`config.mk`:
```
export PLATFORM = sky130hd
export DESIGN_NAME = sgcr_regs
export DESIGN_NICKNAME = d
export VERILOG_FILES = /design/src/design/sgcr_pkg.sv /design/src/design/sgcr_age_timer.sv /design/src/design/sgcr_regs.sv
export SDC_FILE = /design/constraint.sdc
export NUM_CORES = 1
export LEC_CHECK = 0
export BUFFER_PORTS_ARGS = -buffer_cell sky130_fd_sc_hd__buf_2
export CORE_MARGIN = 1
export CORE_UTILIZATION = 46
export CTS_BUF_LIST = sky130_fd_sc_hd__clkbuf_4 sky130_fd_sc_hd__clkbuf_8 sky130_fd_sc_hd__clkbuf_16
export CTS_CLUSTER_SIZE = 16
export DETAILED_ROUTE_END_ITERATION = 16
export MAX_ROUTING_LAYER = met4
export PLACE_DENSITY = 0.71
export SETUP_SLACK_MARGIN = 0.4
export SKIP_CTS_REPAIR_TIMING = 1
export SYNTH_ARGS = -nofsm -noshare
export SYNTH_HDL_FRONTEND = slang
export SYNTH_SLANG_ARGS = --single-unit
```
`constraint.sdc`:
```
create_clock -name clk -period 2.6 [get_ports clk]
set_clock_uncertainty 0.1 [all_clocks]
set_input_delay 0 -clock clk [delete_from_list [all_inputs] [get_ports clk]]
set_output_delay 0 -clock clk [all_outputs]
set_load 0.01 [all_outputs]
```
`src/design/sgcr_pkg.sv`:
```
// sgcr_pkg: constants shared by the switch global control register bank
// assumes a 100 MHz system clock and byte-wide register access
package sgcr_pkg;
    localparam int ADDR_W = 8;
    localparam int DATA_W = 8;
    localparam logic [ADDR_W-1:0] GCTL_ZERO_ADDR = 8'h02;
    localparam logic [ADDR_W-1:0] GCTL_ONE_ADDR = 8'h03;
    localparam logic [DATA_W-1:0] GCTL_ZERO_RST = 8'h44;
    localparam logic [DATA_W-1:0] GCTL_ONE_RST = 8'h34;
    localparam logic [DATA_W-1:0] READ_NONE = 8'h00;
    // global control zero fields
    localparam int GC0_ALT_BACKOFF = 7;
    localparam int GC0_PASS_FC = 3;
    localparam int GC0_LINK_AGE = 0;
    // global control one fields
    localparam int GC1_PASS_ALL = 7;
    localparam int GC1_PAUSE_GEN = 5;
    localparam int GC1_PAUSE_OBEY = 4;
    localparam int GC1_LEN_CHECK = 3;
    localparam int GC1_AGE_EN = 2;
    localparam int GC1_FAST_AGE = 1;
    localparam int GC1_AGGR_BACKOFF = 0;
    // timing
    localparam longint CLK_HZ = 100000000;
    localparam longint AGE_NORMAL_SEC = 200;
    localparam longint AGE_FAST_US = 800;
    localparam int CNT_W = 40;
    localparam logic [CNT_W-1:0] AGE_NORMAL_CYC = CNT_W'(AGE_NORMAL_SEC * CLK_HZ);
    // count runs from zero up to and including the period, so stay one short to tick every 800 us exactly
    localparam logic [CNT_W-1:0] AGE_FAST_CYC = CNT_W'(AGE_FAST_US * CLK_HZ / 1000000 - 1);
    localparam logic [CNT_W-1:0] CNT_ONE = 40'h0000000001;
    localparam logic [1:0] STRAP_SETTLE = 2'h3;
    localparam logic [1:0] STRAP_STEP = 2'h1;
endpackage : sgcr_pkg

```
`src/design/sgcr_age_timer.sv`:
```
// sgcr_age_timer: address table aging period generator
// assumes the table walks one aging pass per ageTick pulse
`timescale 1ns/100ps
`default_nettype none
module sgcr_age_timer #(
    parameter logic [sgcr_pkg::CNT_W-1:0] NORMAL_CYC = sgcr_pkg::AGE_NORMAL_CYC,
    parameter logic [sgcr_pkg::CNT_W-1:0] FAST_CYC = sgcr_pkg::AGE_FAST_CYC
) (
    input wire logic clk,
    input wire logic nrst,
    input wire logic ce,
    input wire logic ageEn,
    input wire logic fastEn,
    input wire logic linkLossStart,
    output logic ageTick,
    output logic linkPassBusy
);
    logic [sgcr_pkg::CNT_W-1:0] count_r;
    logic [sgcr_pkg::CNT_W-1:0] period;
    logic due;

    assign period = (fastEn || linkPassBusy) ? FAST_CYC : NORMAL_CYC;
    assign due = count_r >= period;

    always_ff @(posedge clk or negedge nrst) begin
        if (!nrst) begin
            count_r <= '0;
        end else if (ce) begin
            if (!ageEn || linkLossStart || due) begin
                count_r <= '0;
            end else begin
                count_r <= count_r + sgcr_pkg::CNT_ONE;
            end
        end
    end

    always_ff @(posedge clk or negedge nrst) begin
        if (!nrst) begin
            ageTick <= 1'b0;
        end else if (ce) begin
            ageTick <= ageEn && !linkLossStart && due;
        end
    end

    // one fast pass after a link loss, then back to the normal period
    always_ff @(posedge clk or negedge nrst) begin
        if (!nrst) begin
            linkPassBusy <= 1'b0;
        end else if (ce) begin
            if (!ageEn) begin
                linkPassBusy <= 1'b0;
            end else if (linkLossStart) begin
                linkPassBusy <= 1'b1;
            end else if (due) begin
                linkPassBusy <= 1'b0;
            end
        end
    end
endmodule : sgcr_age_timer
`default_nettype wire

```
`src/design/sgcr_regs.sv`:
```
// sgcr_regs: two global control registers of a three-port switch
// assumes a single-cycle strobe port master and link-up levels from the ports
//
// The implementer's own choice: strobed register access.
`timescale 1ns/100ps
`default_nettype none
module sgcr_regs #(
    parameter int NUM_PORTS = 3,
    parameter logic [sgcr_pkg::CNT_W-1:0] NORMAL_CYC = sgcr_pkg::AGE_NORMAL_CYC,
    parameter logic [sgcr_pkg::CNT_W-1:0] FAST_CYC = sgcr_pkg::AGE_FAST_CYC
) (
    input wire logic clk,
    input wire logic nrst,
    input wire logic ce,
    input wire logic [sgcr_pkg::ADDR_W-1:0] regAddr,
    input wire logic [sgcr_pkg::DATA_W-1:0] regWrData,
    input wire logic regWr,
    input wire logic regRd,
    output logic [sgcr_pkg::DATA_W-1:0] regRdData,
    input wire logic expiry_strap_pin,
    input wire logic [NUM_PORTS-1:0] linkUp,
    input wire logic snifferMode,
    output logic altBackoffEn,
    output logic passFlowCtrlEn,
    output logic debugPassAll,
    output logic tx_pause_gen_en,
    output logic rx_pause_obey_en,
    output logic lenCheckEn,
    output logic agingEn,
    output logic fastAgeEn,
    output logic aggrBackoffEn,
    output logic ageTick,
    output logic ageFlushAll
);
    logic [sgcr_pkg::DATA_W-1:0] gc0_r;
    logic [sgcr_pkg::DATA_W-1:0] gc1_r;
    logic [2:0] strapSync_r;
    logic [1:0] strapCnt_r;
    logic strapDone_r;
    logic [NUM_PORTS-1:0] linkS1_r;
    logic [NUM_PORTS-1:0] linkS2_r;
    logic [NUM_PORTS-1:0] linkS3_r;
    logic [NUM_PORTS-1:0] linkState_r;
    logic [NUM_PORTS-1:0] linkFilt;
    logic linkLoss;
    logic linkLossStart_r;
    logic linkPassBusy;
    logic ageTickInt;
    logic strapLoad;

    function automatic logic hit(input logic [sgcr_pkg::ADDR_W-1:0] a,
                                 input logic [sgcr_pkg::ADDR_W-1:0] target);
        hit = (a == target);
    endfunction : hit

    // a link level only changes once the second and third stages agree
    assign linkFilt = (linkS2_r == linkS3_r) ? linkS3_r : linkState_r;
    assign linkLoss = |(linkState_r & ~linkFilt);
    assign strapLoad = !strapDone_r && (strapCnt_r == sgcr_pkg::STRAP_SETTLE)
                       && (strapSync_r[1] == strapSync_r[2]);

    // register writes; reserved bits are stored as written
    always_ff @(posedge clk or negedge nrst) begin
        if (!nrst) begin
            gc0_r <= sgcr_pkg::GCTL_ZERO_RST;
        end else if (ce && regWr && hit(regAddr, sgcr_pkg::GCTL_ZERO_ADDR)) begin
            gc0_r <= regWrData;
        end
    end

    // strap load takes priority over a write to the aging enable bit only in its single load cycle
    always_ff @(posedge clk or negedge nrst) begin
        if (!nrst) begin
            gc1_r <= sgcr_pkg::GCTL_ONE_RST;
        end else if (ce) begin
            if (regWr && hit(regAddr, sgcr_pkg::GCTL_ONE_ADDR)) begin
                gc1_r <= regWrData;
            end
            if (strapLoad) begin
                gc1_r[sgcr_pkg::GC1_AGE_EN] <= ~strapSync_r[2];
            end
        end
    end

    // strap sampling after reset release; the pad level cannot feed an async reset
    always_ff @(posedge clk or negedge nrst) begin
        if (!nrst) begin
            strapSync_r <= 3'h0;
        end else if (ce) begin
            strapSync_r <= {strapSync_r[1:0], expiry_strap_pin};
        end
    end

    always_ff @(posedge clk or negedge nrst) begin
        if (!nrst) begin
            strapCnt_r <= 2'h0;
            strapDone_r <= 1'b0;
        end else if (ce) begin
            if (strapCnt_r != sgcr_pkg::STRAP_SETTLE) begin
                strapCnt_r <= strapCnt_r + sgcr_pkg::STRAP_STEP;
            end
            if (strapLoad) begin
                strapDone_r <= 1'b1;
            end
        end
    end

    // link-up synchronisers; stage one is read only by stage two
    always_ff @(posedge clk or negedge nrst) begin
        if (!nrst) begin
            linkS1_r <= '0;
            linkS2_r <= '0;
            linkS3_r <= '0;
            linkState_r <= '0;
        end else if (ce) begin
            linkS1_r <= linkUp;
            linkS2_r <= linkS1_r;
            linkS3_r <= linkS2_r;
            linkState_r <= linkFilt;
        end
    end

    always_ff @(posedge clk or negedge nrst) begin
        if (!nrst) begin
            linkLossStart_r <= 1'b0;
            ageFlushAll <= 1'b0;
        end else if (ce) begin
            linkLossStart_r <= linkLoss && gc0_r[sgcr_pkg::GC0_LINK_AGE];
            ageFlushAll <= linkLoss;
        end
    end

    always_ff @(posedge clk or negedge nrst) begin
        if (!nrst) begin
            regRdData <= sgcr_pkg::READ_NONE;
        end else if (ce) begin
            if (regRd && hit(regAddr, sgcr_pkg::GCTL_ZERO_ADDR)) begin
                regRdData <= gc0_r;
            end else if (regRd && hit(regAddr, sgcr_pkg::GCTL_ONE_ADDR)) begin
                regRdData <= gc1_r;
            end else begin
                regRdData <= sgcr_pkg::READ_NONE;
            end
        end
    end

    // control outputs copy the stored bits, one flop each, with debugPassAll gated by snifferMode
    always_ff @(posedge clk or negedge nrst) begin
        if (!nrst) begin
            altBackoffEn <= 1'b0;
            passFlowCtrlEn <= 1'b0;
            debugPassAll <= 1'b0;
            tx_pause_gen_en <= 1'b1;
            rx_pause_obey_en <= 1'b1;
            lenCheckEn <= 1'b0;
            agingEn <= 1'b1;
            fastAgeEn <= 1'b0;
            aggrBackoffEn <= 1'b0;
            ageTick <= 1'b0;
        end else if (ce) begin
            altBackoffEn <= gc0_r[sgcr_pkg::GC0_ALT_BACKOFF];
            passFlowCtrlEn <= gc0_r[sgcr_pkg::GC0_PASS_FC];
            debugPassAll <= gc1_r[sgcr_pkg::GC1_PASS_ALL] && snifferMode;
            tx_pause_gen_en <= gc1_r[sgcr_pkg::GC1_PAUSE_GEN];
            rx_pause_obey_en <= gc1_r[sgcr_pkg::GC1_PAUSE_OBEY];
            lenCheckEn <= gc1_r[sgcr_pkg::GC1_LEN_CHECK];
            agingEn <= gc1_r[sgcr_pkg::GC1_AGE_EN];
            fastAgeEn <= gc1_r[sgcr_pkg::GC1_FAST_AGE];
            aggrBackoffEn <= gc1_r[sgcr_pkg::GC1_AGGR_BACKOFF];
            ageTick <= ageTickInt;
        end
    end

    sgcr_age_timer #(
        .NORMAL_CYC(NORMAL_CYC),
        .FAST_CYC(FAST_CYC)
    ) u_age (
        .clk(clk),
        .nrst(nrst),
        .ce(ce),
        .ageEn(gc1_r[sgcr_pkg::GC1_AGE_EN]),
        .fastEn(gc1_r[sgcr_pkg::GC1_FAST_AGE]),
        .linkLossStart(linkLossStart_r),
        .ageTick(ageTickInt),
        .linkPassBusy(linkPassBusy)
    );
endmodule : sgcr_regs
`default_nettype wire

```
==> results of run 1 <==
==> layout make-up <==
type	count	area [µm²]	area share, %
tap	140	175.2	2.844
clock inverter	7	83.83	1.361
timing repair buffer	93	651.9	10.59
multi-input combinational	333	2601	42.24
clock buffer	9	123.9	2.011
sequential	96	2412	39.17
inverter	28	110.1	1.788
==> cell families (layout without fill, tap and decap cells) <==
| family | count (synthesis) | in the layout | synth area share, % |
|---|---|---|---|
| AOI/OAI and AO/OA | 75 | 75 | 10.86 |
| xor gates and xnor gates | 35 | 35 | 5.993 |
| adders and majority gates | 16 | 16 | 3.914 |
| buffers and inverters | 46 | 137 | 4.207 |
| DFF | 96 | 96 | 47.16 |
| muxes | 45 | 45 | 9.711 |
| and+or+nand+nor | 162 | 162 | 18.15 |
==> stage by stage <==
stage          instances  hold WS (ps)  power (mW)  TNS (ps)
6_report             706         1.623       3.201     -4017
5_1_grt              706         10.07       3.357     -8593
4_1_cts              689        -461.4       3.202    -11170
3_5_place_dp         673        -29.70       2.149    -10340
3_3_place_gp         673        -35.93       2.124     -7211
2_1_floorplan        475        -395.6       1.983         0
==> flip-flops by register name, summed over array words and instances, names as in the netlist, 8 cells and up <==
register	count
regRdData	8
u_age.count_r	40
gc1_r	8
gc0_r	8
==> worst paths after layout <==
kind | from | end | slack (ps) | cells after the start
max | u_age.linkPassBusy | u_age.count_r[39] | -140 | 10
min | regAddr[0] | regRdData[0] | 2 | 3
max reg2reg | u_age.linkPassBusy | u_age.count_r[39] | -140 | 10
min reg2reg | strapDone_r | strapDone_r | 370 | 1
max in group asynchronous | nrst | agingEn | 1590 | 3
min in group asynchronous | nrst | u_age.count_r[27] | 70 | 2
==> per-layer routing <==
layer  GRT usage (%)  wire length [µm]
met2           34.47              5351
met5               -                 0
met4           8.121               150
met1           26.41              5053
met3           4.843               451
==> worst min-delay path: cells and delay by family <==
kind,cells,cell delay (ps)
mux,1,180
buf+inv,1,210
compound gates,1,70
==> placed cells by master, fill, tap and decap left out, types with 5 or more instances in the layout <==
master / count
mux2_2: 37
nand4_1: 10
o211ai_1: 12
nor2_1: 24
clkbuf_8: 9
nand2_1: 25
nand3_1: 21
dfstp_2: 8
o21ai_0: 10
nor4_1: 5
xor2_1: 9
buf_4: 32
ha_1: 13
dlygate4sd3_1: 15
xnor2_1: 26
buf_2: 43
and3_1: 6
nor2_2: 30
o21ai_1: 10
dfrtp_1: 88
mux2i_1: 8
inv_1: 26
o2bb2ai_1: 9
a21oi_1: 5
nor3_1: 18
==> power by group <==
| part | internal, mW | switching (mW) |
|---|---|---|
| combinational | 0.242 | 0.246 |
| sequential | 1.60 | 0.0723 |
| clock | 0.465 | 0.580 |
==> impl_metrics.env, run 1 <==
export IMPL_syn_to_final_growth_pct=20.40
export IMPL_ys_flop_type="dfrtp_1"
export IMPL_worstPathMaxFanout=20
export IMPL_ys_types=63
export IMPL_design_area_um2=6158
export IMPL_synth_nets=517
export IMPL_crit_arrival_ps=2910
export IMPL_critPathMostFrequentCell="buf_4"
export IMPL_synth_top_cell_by_area="dfrtp_1"
export IMPL_route_detailed_drc=0
export IMPL_synth_seq_cells=96
export IMPL_drv_cap=0
export IMPL_io_pins=45
export IMPL_violations="setup timing"
export IMPL_cts_tree="built"
export IMPL_groute_usage_overall_pct=21.43
export IMPL_drt_iter0_markers=215
export IMPL_startpoint_type="register"
export IMPL_finalWorstSetupSlack_ps=-137.3
export IMPL_syn_area_um2=5115
export IMPL_slew_viol_final=0
export IMPL_vias=3883
export IMPL_min_period_ps=2737
export IMPL_grt_pass1_vias=3895
export IMPL_die_w_um=107.5
export IMPL_grt_pass1_wl_mm=18.50
export IMPL_path_cells="or2_4 -> buf_4 -> ha_1 -> nand4_1 -> buf_4 -> nor4_4 -> o41ai_4 -> a21oi_4 -> buf_12 -> nor2_2"
export IMPL_core_area_um2=10840
export IMPL_clock_fmax_mhz=365.3
export IMPL_dpl_hpwl_mm=7.792
export IMPL_cp_top_family="simple AND/OR/NAND/NOR gates"
export IMPL_critPathBufInv=3
export IMPL_fin_nets=603
export IMPL_p_leak_nw=2.743
export IMPL_clk_pin_slew_ps=110
export IMPL_ys_seq_area_share_pct=47.16
export IMPL_htreeDepth=3
export IMPL_antenna_cells=0
export IMPL_tritoncts_num_buffers=9
export IMPL_path_class="register to register"
export IMPL_utilization_pct=56.81
export IMPL_place_gp_congestion=0.8496
export IMPL_ant_nets=0
export IMPL_synthArstFlopShare_pct=100.0
export IMPL_tightest_slew_ps=630.8
export IMPL_cts_sinks=96
export IMPL_portBuffers=44
export IMPL_fp_dieArea_um2=11550
export IMPL_clockBufferDepth=2
export IMPL_yosysMostFrequentCell="dfrtp_1"
export IMPL_relSlewSlack_pct=57.94
export IMPL_start_util_pct=47.18
export IMPL_hold_violations=0
export IMPL_setup_violations=42
export IMPL_yosysWarnings=0
export IMPL_clock_latency_ps=390
export IMPL_place_area_um2=5731
export IMPL_cp_data_required_time_ps=2770
export IMPL_drt_wl_total_mm=11.01
export IMPL_grt_start_max_net_pins=50
export IMPL_cpPeakStageDelay_ps=410
export IMPL_min_path_type="input pin to register"
export IMPL_rsz0062_at_grt="yes"
export IMPL_avgSynthCellArea_um2=10.77
export IMPL_powerDensity_nw_per_um2=519.7
export IMPL_vias_per_cell=5.500
export IMPL_cts_root_buffer="clkbuf_8"
export IMPL_yosysTopAreaCellShare_pct=43.05
export IMPL_irDropWorstVdd_uv=462.4
export IMPL_end_kind="register"
export IMPL_synth_common_cells="dfrtp_1 (88), mux2_2 (37), nor2_2 (30), inv_1 (26), xnor2_1 (26)"
export IMPL_grt_ovfl_total=0
export IMPL_antenna_found_initial=0
export IMPL_fill_cells=910
export IMPL_syn_inst=475
export IMPL_drive_above_1_share_pct=34.10
export IMPL_status="finished, violations left"
export IMPL_crit_slowest_cell="dfrtp_1"
export IMPL_wl_per_cell_um=15.59
export IMPL_finalCritPeriodShare_pct=105.3
export IMPL_first_pass_iters=4
export IMPL_synth_area_leaders="dfrtp_1 (43%), mux2_2 (8.1%), xnor2_1 (4.5%), dfstp_2 (4.1%), ha_1 (3.9%)"
export IMPL_synth_edf_count=0
export IMPL_row_count=38
export IMPL_die_y_um=107.5
export IMPL_dpl_worst_slack_ps=-287.3
(Power assumes the default switching activity.)
==> run 2: changes to the inputs <==
--- a/config.mk
+++ b/config.mk
@@ -5,6 +5,7 @@
 export SDC_FILE = /design/constraint.sdc
 export NUM_CORES = 1
 export LEC_CHECK = 0
+export ABC_AREA = 1
 export BUFFER_PORTS_ARGS = -buffer_cell sky130_fd_sc_hd__buf_2
 export CORE_MARGIN = 1
 export CORE_UTILIZATION = 46
==> run 2 against run 1 <==
  * The flow finishes with violations (hold timing)
  * Die area is 1.7% higher
  * Critical path depth grew 2
  * Worst setup slack improved by 400 ps
  * Highest routed layer unchanged
  * Clock power increased by 26%
  * Fmax increased by 17%
  * Critical endpoint is now u_age.count_r[14]
  * Critical path type unchanged
  * Global-route usage increased by 0.51 points
==> impl_metrics.env, run 2 <==
export IMPL_synth_area_leaders="dfrtp_1 (42%), nand2_1 (13%), inv_1 (4.1%), dfstp_2 (4.0%), ha_1 (3.8%)"
export IMPL_violations="hold timing"
export IMPL_ys_seq_area_share_pct=46.36
export IMPL_yosysMostFrequentCell="nand2_1"
export IMPL_syn_inst=622
export IMPL_startpoint_type="register"
export IMPL_cts_sinks=96
export IMPL_drt_wl_total_mm=12.30
export IMPL_vias=4428
export IMPL_place_gp_congestion=0.8812
export IMPL_cp_data_required_time_ps=2700
export IMPL_crit_arrival_ps=2440
export IMPL_cts_root_buffer="clkbuf_16"
export IMPL_drive_above_1_share_pct=25.68
export IMPL_layout_commonest_cell="nand2_1"
export IMPL_synth_common_cells="nand2_1 (184), dfrtp_1 (88), inv_1 (57), nor2_1 (46), nand3_1 (24)"
export IMPL_synthArstFlopShare_pct=100.0
export IMPL_antenna_found_initial=0
export IMPL_setup_violations=0
export IMPL_largest_reg_flops=40
export IMPL_regMostFlops="u_age.count_r"
export IMPL_yosysWarnings=0
export IMPL_die_w_um=108.4
export IMPL_clockBufferDepth=2
export IMPL_p_leak_nw=3.067
export IMPL_ys_types=45
export IMPL_path_class="register to register"
export IMPL_grt_pass1_vias=4198
export IMPL_path_cells="clkinv_4 -> nand2_8 -> buf_4 -> ha_4 -> nand3_1 -> nor2_1 -> nand3_1 -> nor2_1 -> nand2_2 -> nand4_4 -> clkbuf_16 -> a21oi_1"
export IMPL_worstPathMaxFanout=6
export IMPL_htreeDepth=3
export IMPL_synth_seq_cells=96
export IMPL_synth_top_cell_by_area="dfrtp_1"
export IMPL_first_pass_iters=5
export IMPL_min_period_ps=2335
export IMPL_hold_violations=2
export IMPL_yosysTopAreaCellShare_pct=42.32
export IMPL_relSlewSlack_pct=54.06
export IMPL_clock_fmax_mhz=428.3
export IMPL_mostFrequentLayoutCells="nand2_1 (177), dfrtp_1 (86), inv_1 (55)"
export IMPL_portBuffers=44
export IMPL_holdWs_ps=-30.06
export IMPL_syn_to_final_growth_pct=23.64
export IMPL_grt_ovfl_total=0
export IMPL_dpl_hpwl_mm=8.120
export IMPL_antenna_cells=0
export IMPL_fin_tns_setup_ps=0
export IMPL_rsz0062_at_grt="yes"
export IMPL_fin_nets=738
export IMPL_cpPeakStageDelay_ps=460
export IMPL_wl_per_cell_um=14.63
export IMPL_irDropWorstVdd_uv=389.4
export IMPL_ys_flop_type="dfrtp_1"
export IMPL_core_area_um2=10940
export IMPL_crit_slowest_cell="dfrtp_2"
export IMPL_tightest_slew_ps=689.1
export IMPL_groute_usage_overall_pct=21.94
export IMPL_vias_per_cell=5.265
export IMPL_die_y_um=108.4
export IMPL_row_count=38
export IMPL_avgSynthCellArea_um2=8.366
export IMPL_cp_top_family="simple AND/OR/NAND/NOR gates"
export IMPL_powerDensity_nw_per_um2=600.3
export IMPL_route_detailed_drc=0
export IMPL_synth_edf_count=0
export IMPL_min_path_type="input pin to register"
export IMPL_grt_start_max_net_pins=48
export IMPL_finalCritPeriodShare_pct=89.80
export IMPL_slew_viol_final=0
export IMPL_status="finished, violations left"
export IMPL_ant_nets=0
export IMPL_fp_dieArea_um2=11740
export IMPL_critPathBufInv=3
export IMPL_synth_nets=664
export IMPL_grt_pass1_wl_mm=19.61
export IMPL_clk_pin_slew_ps=70
export IMPL_io_pins=45
export IMPL_drt_iter0_markers=184
export IMPL_drv_cap=0
export IMPL_syn_area_um2=5204
export IMPL_cts_tree="built"
export IMPL_end_kind="register"
export IMPL_tritoncts_num_buffers=9
export IMPL_fill_cells=939
export IMPL_start_util_pct=47.59
export IMPL_utilization_pct=58.83
export IMPL_clock_latency_ps=350
-- run 2: area by class of cell --
type / count / area [µm²] / share of cell area (%)
repair buffers: 79 / 591.8 / 9.199
inverters: 62 / 242.7 / 3.773
clock buffers: 9 / 225.2 / 3.501
flip-flops and latches: 96 / 2415 / 37.53
clock inverters: 7 / 77.57 / 1.206
multi-input cells: 448 / 2706 / 42.07
well taps: 140 / 175.2 / 2.723
-- run 2: report_power, final --
part	switching (mW)	total, mW	internal, mW
combinational	0.463	0.827	0.365
clock	0.638	1.32	0.681
sequential	0.0998	1.72	1.62
-- run 2: final timing paths --
| path | slack, ps | cells after the start | start | endpoint |
|---|---|---|---|---|
| worst max-delay path | 270 | 12 | u_age.linkPassBusy | u_age.count_r[14] |
| worst min-delay path | -30 | 5 | regWr | gc1_r[1] |
| worst max register to register | 270 | 12 | u_age.linkPassBusy | u_age.count_r[14] |
| worst min register to register | 360 | 2 | agingEn | agingEn |
| max in group asynchronous | 1550 | 3 | nrst | tx_pause_gen_en |
| min in group asynchronous | 110 | 2 | nrst | u_age.count_r[16] |
-- run 2: metrics by stage --
stage	cells	hold slack, ps	instance area [µm²]	worst slack [ps]	power (mW)
after global placement	796	-51.88	5585	235.2	2.310
after floorplan	622	-395.6	5204	560.8	2.150
after CTS	812	-404.8	5888	121.5	3.664
after detailed placement	796	-32.51	5585	143.1	2.341
final	841	-30.06	6434	265.2	3.862
after global routing	841	12.61	6434	153.4	4.026
-- run 2: layer usage --
metal  up-vias  wire length [µm]  track usage [%]
li1       2162                 -                -
met1      2112              5473            27.90
met2       125              5978            35.49
met3        29               559            4.039
met4         0               289            7.046
met5         -                 0                -
-- run 2: logic make-up (layout without fill, tap and decap cells) --
logic type	Yosys count	after routing	share of synthesized area [%]
buffers and inverters	80	157	6.420
AND/OR/NAND/NOR	314	316	27.60
AO/OA/AOI/OAI	84	84	10.29
multiplexers	2	2	0.4328
flip-flops	96	96	46.36
XOR/XNOR	30	30	5.049
adder cells (fa/ha/maj)	16	16	3.847
-- run 2: tightest hold or removal path, delay by kind of cell --
kind	cells	cell delay, ps
AO/OA/AOI/OAI	1	60
buffers and inverters	1	110
AND/OR/NAND/NOR	3	200
